--- src/fdh_pkg.sv ---
package fdh_pkg;

  // Register indices on the holding-register port.
  localparam logic [15:0] ADDR_DRIVER_RESTART = 16'h0000;
  localparam logic [15:0] ADDR_SPEED_FLOOR = 16'h0001;
  localparam logic [15:0] ADDR_SPEED_CEILING = 16'h0002;

  // Reset values and field layout.
  localparam logic [15:0] RESTART_RESET = 16'h0000;
  localparam logic [15:0] RESTART_TRIGGER = 16'h0001;
  localparam logic [15:0] FLOOR_DEFAULT = 16'h0190;
  localparam logic [15:0] CEILING_DEFAULT = 16'h07d0;

  // Timing counts of the restart sequence, in clk_sys cycles.
  localparam int CLEAR_CYCLES = 2;
  localparam int RESTART_CYCLES = 1;

  typedef enum logic [1:0] {
    FDH_IDLE = 2'b00,
    FDH_CLEAR = 2'b01,
    FDH_START = 2'b11
  } fdh_state_t;

endpackage

--- src/fdh_holding_regs.sv ---
`timescale 1ns/1ps
module fdh_holding_regs #(
  parameter logic [15:0] FLOOR_DEFAULT = fdh_pkg::FLOOR_DEFAULT,
  parameter logic [15:0] CEILING_DEFAULT = fdh_pkg::CEILING_DEFAULT
) (
  // Clock and reset
  input wire logic clk_sys,
  input wire logic nrst,
  input wire logic clk_en,
  // Holding-register port from the protocol decoder
  input wire logic wr_en,
  input wire logic rd_en,
  input wire logic [15:0] addr,
  input wire logic [15:0] wr_data,
  output logic [15:0] rd_data,
  output logic rd_valid,
  output logic rd_error,
  // Driver control
  output logic [15:0] speed_floor_rpm,
  output logic [15:0] speed_ceiling_rpm,
  output logic error_clear,
  output logic restart_fan,
  output logic restart_busy
);

  logic [15:0] restart_reg;
  logic [15:0] floor_reg;
  logic [15:0] ceiling_reg;
  fdh_pkg::fdh_state_t state_reg;
  logic [1:0] cnt_reg;
  logic trigger;

  // Only the value 1 triggers; other writes are dropped since the register holds 0 or 1.
  assign trigger = wr_en && addr == fdh_pkg::ADDR_DRIVER_RESTART && wr_data == fdh_pkg::RESTART_TRIGGER;

  always_ff @(posedge clk_sys or negedge nrst)
  begin
    if (!nrst)
    begin
      // Model defaults are parameters, so the asynchronous reset still loads constants only.
      floor_reg <= FLOOR_DEFAULT;
      ceiling_reg <= CEILING_DEFAULT;
    end
    else if (clk_en)
    begin
      // Values are kept verbatim so a bad write shows on readback.
      if (wr_en && addr == fdh_pkg::ADDR_SPEED_FLOOR)
      begin
        floor_reg <= wr_data;
      end
      if (wr_en && addr == fdh_pkg::ADDR_SPEED_CEILING)
      begin
        ceiling_reg <= wr_data;
      end
    end
  end

  // Restart sequence: clear errors first, then restart the fan.
  always_ff @(posedge clk_sys or negedge nrst)
  begin
    if (!nrst)
    begin
      state_reg <= fdh_pkg::FDH_IDLE;
      cnt_reg <= 2'h0;
      restart_reg <= fdh_pkg::RESTART_RESET;
    end
    else if (clk_en)
    begin
      case (state_reg)
        fdh_pkg::FDH_IDLE:
        begin
          if (trigger)
          begin
            state_reg <= fdh_pkg::FDH_CLEAR;
            cnt_reg <= 2'(fdh_pkg::CLEAR_CYCLES - 1);
            restart_reg <= fdh_pkg::RESTART_TRIGGER;
          end
        end
        fdh_pkg::FDH_CLEAR:
        begin
          if (cnt_reg == 2'h0)
          begin
            state_reg <= fdh_pkg::FDH_START;
            cnt_reg <= 2'(fdh_pkg::RESTART_CYCLES - 1);
          end
          else
          begin
            cnt_reg <= cnt_reg - 2'h1;
          end
        end
        fdh_pkg::FDH_START:
        begin
          if (cnt_reg == 2'h0)
          begin
            state_reg <= fdh_pkg::FDH_IDLE;
            restart_reg <= fdh_pkg::RESTART_RESET;
          end
          else
          begin
            cnt_reg <= cnt_reg - 2'h1;
          end
        end
        default:
        begin
          state_reg <= fdh_pkg::FDH_IDLE;
          restart_reg <= fdh_pkg::RESTART_RESET;
        end
      endcase
    end
  end

  // Registered outputs.
  always_ff @(posedge clk_sys or negedge nrst)
  begin
    if (!nrst)
    begin
      error_clear <= 1'b0;
      restart_fan <= 1'b0;
      restart_busy <= 1'b0;
      speed_floor_rpm <= FLOOR_DEFAULT;
      speed_ceiling_rpm <= CEILING_DEFAULT;
    end
    else if (clk_en)
    begin
      error_clear <= state_reg == fdh_pkg::FDH_IDLE && trigger;
      restart_fan <= state_reg == fdh_pkg::FDH_CLEAR && cnt_reg == 2'h0;
      restart_busy <= restart_reg[0] || trigger;
      speed_floor_rpm <= floor_reg;
      speed_ceiling_rpm <= ceiling_reg;
    end
  end

  // Read port answers one cycle after rd_en; unknown indices report an error and zero.
  always_ff @(posedge clk_sys or negedge nrst)
  begin
    if (!nrst)
    begin
      rd_data <= 16'h0000;
      rd_valid <= 1'b0;
      rd_error <= 1'b0;
    end
    else if (clk_en)
    begin
      rd_valid <= rd_en;
      rd_error <= 1'b0;
      rd_data <= 16'h0000;
      if (rd_en)
      begin
        case (addr)
          fdh_pkg::ADDR_DRIVER_RESTART: rd_data <= restart_reg;
          fdh_pkg::ADDR_SPEED_FLOOR: rd_data <= floor_reg;
          fdh_pkg::ADDR_SPEED_CEILING: rd_data <= ceiling_reg;
          default: rd_error <= 1'b1;
        endcase
      end
    end
  end

  AST_RESTART_CLEARS_FIRST: assert property (@(posedge clk_sys) disable iff (!nrst)
    clk_en && state_reg == fdh_pkg::FDH_IDLE && trigger |=> error_clear && !restart_fan)
    else $error("Error clear did not follow restart trigger.");

  AST_RESTART_SELF_CLEARS: assert property (@(posedge clk_sys) disable iff (!nrst)
    clk_en && state_reg == fdh_pkg::FDH_IDLE && trigger ##1 clk_en [*4] |-> restart_reg == 16'h0000)
    else $error("Restart register did not return to zero.");

  AST_RESTART_SETS_ONE: assert property (@(posedge clk_sys) disable iff (!nrst)
    clk_en && state_reg == fdh_pkg::FDH_IDLE && trigger |=> restart_reg == 16'h0001)
    else $error("Restart register not set by trigger.");

  AST_RESTART_BINARY: assert property (@(posedge clk_sys) disable iff (!nrst)
    restart_reg[15:1] == 15'h0000)
    else $error("Restart register holds a value other than 0 or 1.");

  AST_FAN_AFTER_CLEAR: assert property (@(posedge clk_sys) disable iff (!nrst)
    $rose(restart_fan) |-> !error_clear && $past(state_reg) == fdh_pkg::FDH_CLEAR)
    else $error("Fan restart not preceded by error clear.");

  AST_FLOOR_STORED: assert property (@(posedge clk_sys) disable iff (!nrst)
    clk_en && wr_en && addr == fdh_pkg::ADDR_SPEED_FLOOR |=> floor_reg == $past(wr_data))
    else $error("Floor register did not take the written value.");

  AST_CEILING_STORED: assert property (@(posedge clk_sys) disable iff (!nrst)
    clk_en && wr_en && addr == fdh_pkg::ADDR_SPEED_CEILING ##1 clk_en |=> speed_ceiling_rpm == $past(wr_data, 2))
    else $error("Ceiling output did not follow the write.");

  AST_READBACK_FLOOR: assert property (@(posedge clk_sys) disable iff (!nrst)
    clk_en && rd_en && addr == fdh_pkg::ADDR_SPEED_FLOOR |=> rd_valid && rd_data == $past(floor_reg))
    else $error("Floor readback mismatch.");

  AST_ERROR_CLEAR_PULSE: assert property (@(posedge clk_sys) disable iff (!nrst)
    clk_en && error_clear |=> !error_clear)
    else $error("Error clear stood longer than one cycle.");

  AST_RESTART_FAN_PULSE: assert property (@(posedge clk_sys) disable iff (!nrst)
    clk_en && restart_fan |=> !restart_fan)
    else $error("Fan restart stood longer than one cycle.");

  AST_BUSY_DURING_SEQ: assert property (@(posedge clk_sys) disable iff (!nrst)
    state_reg != fdh_pkg::FDH_IDLE |-> restart_busy)
    else $error("Busy low while the restart sequence runs.");

  AST_RESTART_ZERO_IDLE: assert property (@(posedge clk_sys) disable iff (!nrst)
    state_reg == fdh_pkg::FDH_IDLE |-> restart_reg == 16'h0000)
    else $error("Restart register nonzero while idle.");

  AST_UNMAPPED_READ: assert property (@(posedge clk_sys) disable iff (!nrst)
    clk_en && rd_en && addr > fdh_pkg::ADDR_SPEED_CEILING |=> rd_valid && rd_error && rd_data == 16'h0000)
    else $error("Unmapped read did not report an error with zero data.");

  AST_FLOOR_OUT_FOLLOWS: assert property (@(posedge clk_sys) disable iff (!nrst)
    clk_en |=> speed_floor_rpm == $past(floor_reg))
    else $error("Floor output did not follow the register.");

endmodule

--- config.mk ---
export PLATFORM = sky130hd
export DESIGN_NAME = fdh_holding_regs
export DESIGN_NICKNAME = d
export VERILOG_FILES = /design/src/fdh_pkg.sv /design/src/fdh_holding_regs.sv
export SDC_FILE = /design/constraint.sdc
export NUM_CORES = 1
export LEC_CHECK = 0
export BUFFER_PORTS_ARGS = -buffer_cell sky130_fd_sc_hd__buf_2
export CAP_MARGIN = 10
export CORE_UTILIZATION = 40
export CTS_CLUSTER_DIAMETER = 30
export CTS_CLUSTER_SIZE = 30
export DETAILED_ROUTE_END_ITERATION = 6
export PLACE_DENSITY_LB_ADDON = 0.15
export SLEW_MARGIN = 0
export SYNTH_ARGS = -nofsm -noshare
export SYNTH_HDL_FRONTEND = slang
export SYNTH_SLANG_ARGS = --single-unit
--- constraint.sdc ---
create_clock -name clk_sys -period 1.89 [get_ports clk_sys]
set_clock_uncertainty 0.2 [all_clocks]
set_input_delay 0.189 -clock clk_sys [delete_from_list [all_inputs] [get_ports clk_sys]]
set_output_delay 0.189 -clock clk_sys [all_outputs]
set_load 0.02 [all_outputs]
==> out/qor.csv <==
metric,value,unit
status,"complete, no violations",
routed wire length,8590,um
Power Density,713,nW/um2
number of max-cap violations,0,
Ports,90,
Initial Util,0.414,
largest net degree at the start of global routing,57,
CTS buffer count,9,
Gate Count Post-Synth,265,
Layout Nets,429,
vias post-DR,2636,
"flops & latches, synth",90,
Final GP Congestion,0.705,
CP max stage delay,0.61,ns
"Async S/R FF share, synth",1.00,
sequential share of the synthesized area,0.595,
total design power,3.57,mW
# port buffers,89,
Sink Count,90,
root buffer cell,clkbuf_8,
global-route wire length before repair,13900,um
commonest cells in the netlist,"dfrtp_1 (72), mux2_2 (32), mux2_1 (22), dfstp_2 (18), a221o_1 (16)",
# DRC,0,
later-pin clock latency in the skew report,0.36,ns
vias in the first global route,2677,
clk slew on worst S/H paths,0.10,ns
CP Class,primary input to register,
H-tree Lvls,3,
layout cells sized above 1,0.503,
CTS tree,built,
largest area contributor in the netlist,dfrtp_1,
syn nets,305,
minimum clock period,1.87,ns
Worst Hold Class,primary input to register,
die span in x,99.7,um
CP endpoint kind,register,
Post-synth EDFFs,0,
leading register cell type out of synthesis,dfrtp_1,
gr usage total,0.185,
antenna violations before repair,0,
Critical Path Fanout Max,4,
Starting DRT DRC Count,83,
crit-path cells,"dlygate4sd3_1, or4_4, or3_4, o32ai_2",
GRT overflow,0,
Layout Area Growth over Synthesis,31.2,%
critical path required time,1.97,ns
fin worst setup slack,0.0211,ns
final cycle utilization of the critical path,0.989,
TritonRoute pass-1 iters,4,
die area,9950,um2
wire per inst,16.4,um
arrival time worst endpoint,1.95,ns
mean area per synthesized cell,14.4,um2
Slew Limit Fails,0,
startpoint types,primary input,
share of the synthesized area in the top cell type,0.472,
std cell rows,35,
yosys warns,0,
core area,9240,um2
Max Buffers Root-to-Sink,2,
Ant. Diodes,0,
CP max stage cell,dlygate4sd3_1,
Post-Syn Area,3820,um2
leakage power,2.61,nW
"count leader, synth",dfrtp_1,
Worst-Margin Slew,0.384,ns
Vias/cell,5.04,
pre-CTS setup slack,-0.274,ns
HPWL after detailed placement,5640,um
Netlist cell types,42,
fill count,832,
cells taking the most area after synthesis,"dfrtp_1 (47%), dfstp_2 (12%), mux2_2 (9.4%)",
Die H,99.7,um
Fmax,0.535,GHz
Final Hold Viols,0,
"Setup violations, final",0,
post-route ant nets,0,
VDD IR max,422,uV
normalized max-slew margin,0.744,
worst max-delay path: cells and delay by family:
kind	cells	cell delay (ns)
simple gates	2	0.94
buf+inv	1	0.61
compound gates	1	0.20
layout make-up:
cell class,count,area (um2),area share
clock inverter,7,95.1,0.0190
tap,129,161,0.0322
timing repair buffer,126,813,0.162
clock buffer,9,124,0.0247
inverter,7,26.3,0.00524
sequential,90,2270,0.454
multi-input combinational,155,1520,0.303
final timing paths:
kind                            start                    end  slack, ns  cells after the start
max                        wr_data[6]            error_clear       0.02                      4
min                           addr[0]               rd_error       0.02                      4
max reg2reg                cnt_reg[0]             cnt_reg[1]       0.11                      5
min reg2reg                  rd_error               rd_error       0.30                      1
max in group asynchronous        nrst     speed_floor_rpm[8]       0.78                      3
min in group asynchronous        nrst  speed_ceiling_rpm[11]       0.05                      2
power breakdown:
group | switching [mW] | internal (mW) | total (mW)
registers | 0.00196 | 1.93 | 1.93
clock network | 0.782 | 0.651 | 1.43
logic | 0.118 | 0.0889 | 0.207
stage by stage:
step	std cells	setup TNS, ns	area, um2	hold WS (ns)	utilization
2_1_floorplan	265	-0.381	3860	-0.307	-
3_3_place_gp	488	-4.27	4580	-0.0864	0.496
3_5_place_dp	488	-4.96	4580	-0.0825	0.496
4_1_cts	523	0	4990	0.0123	0.540
5_1_grt	523	-0.0370	5010	0.0517	0.542
6_report	523	0	5010	0.0232	0.542
metal layers:
metal,wire length [um],up-vias,GRT usage
met5,0,-,0
met2,4160,55,0.293
met1,4030,1347,0.252
met3,276,10,0.0330
li1,-,1224,-
met4,115,0,0.0713
layout by cell type, fill, tap and decap left out, types with 2 or more instances in the layout:
cell            n
buf_2          87
dfrtp_1        72
mux2_2         32
mux2_1         22
dlygate4sd3_1  19
dfstp_2        18
buf_4          17
a221o_1        16
nor2b_1        15
mux2_4         10
clkbuf_8        9
nand2_1         8
inv_1           7
o21ai_1         4
nor4_4          3
nor3_1          3
mux2i_1         3
nand3_1         3
nand2b_1        3
ha_1            3
buf_12          3
nor3_2          2
nor4_1          2
and3_1          2
o21ai_0         2
o2bb2ai_1       2
inv_8           2
clkinv_4        2
cell families (layout without fill, tap and decap cells):
group / count (synthesis) / count (layout) / synth area share
fa+ha+maj: 3 / 3 / 0.00982
mux: 67 / 67 / 0.206
buf+inv: 20 / 149 / 0.0229
flops: 90 / 90 / 0.595
compound gates: 33 / 33 / 0.0763
simple gates: 52 / 52 / 0.0894
what timing repair did:
| item | 4_1_cts | 5_1_grt |
|---|---|---|
| resized for setup | 0 | 5 |
| endpoints found under the setup margin | 0 | 4 |
| buffers inserted | 0 | 1 |
| endpoints found under the hold margin | 117 | 0 |
| hold buffers | 19 | 0 |
Note: power is estimated with default switching activity, not from simulation.
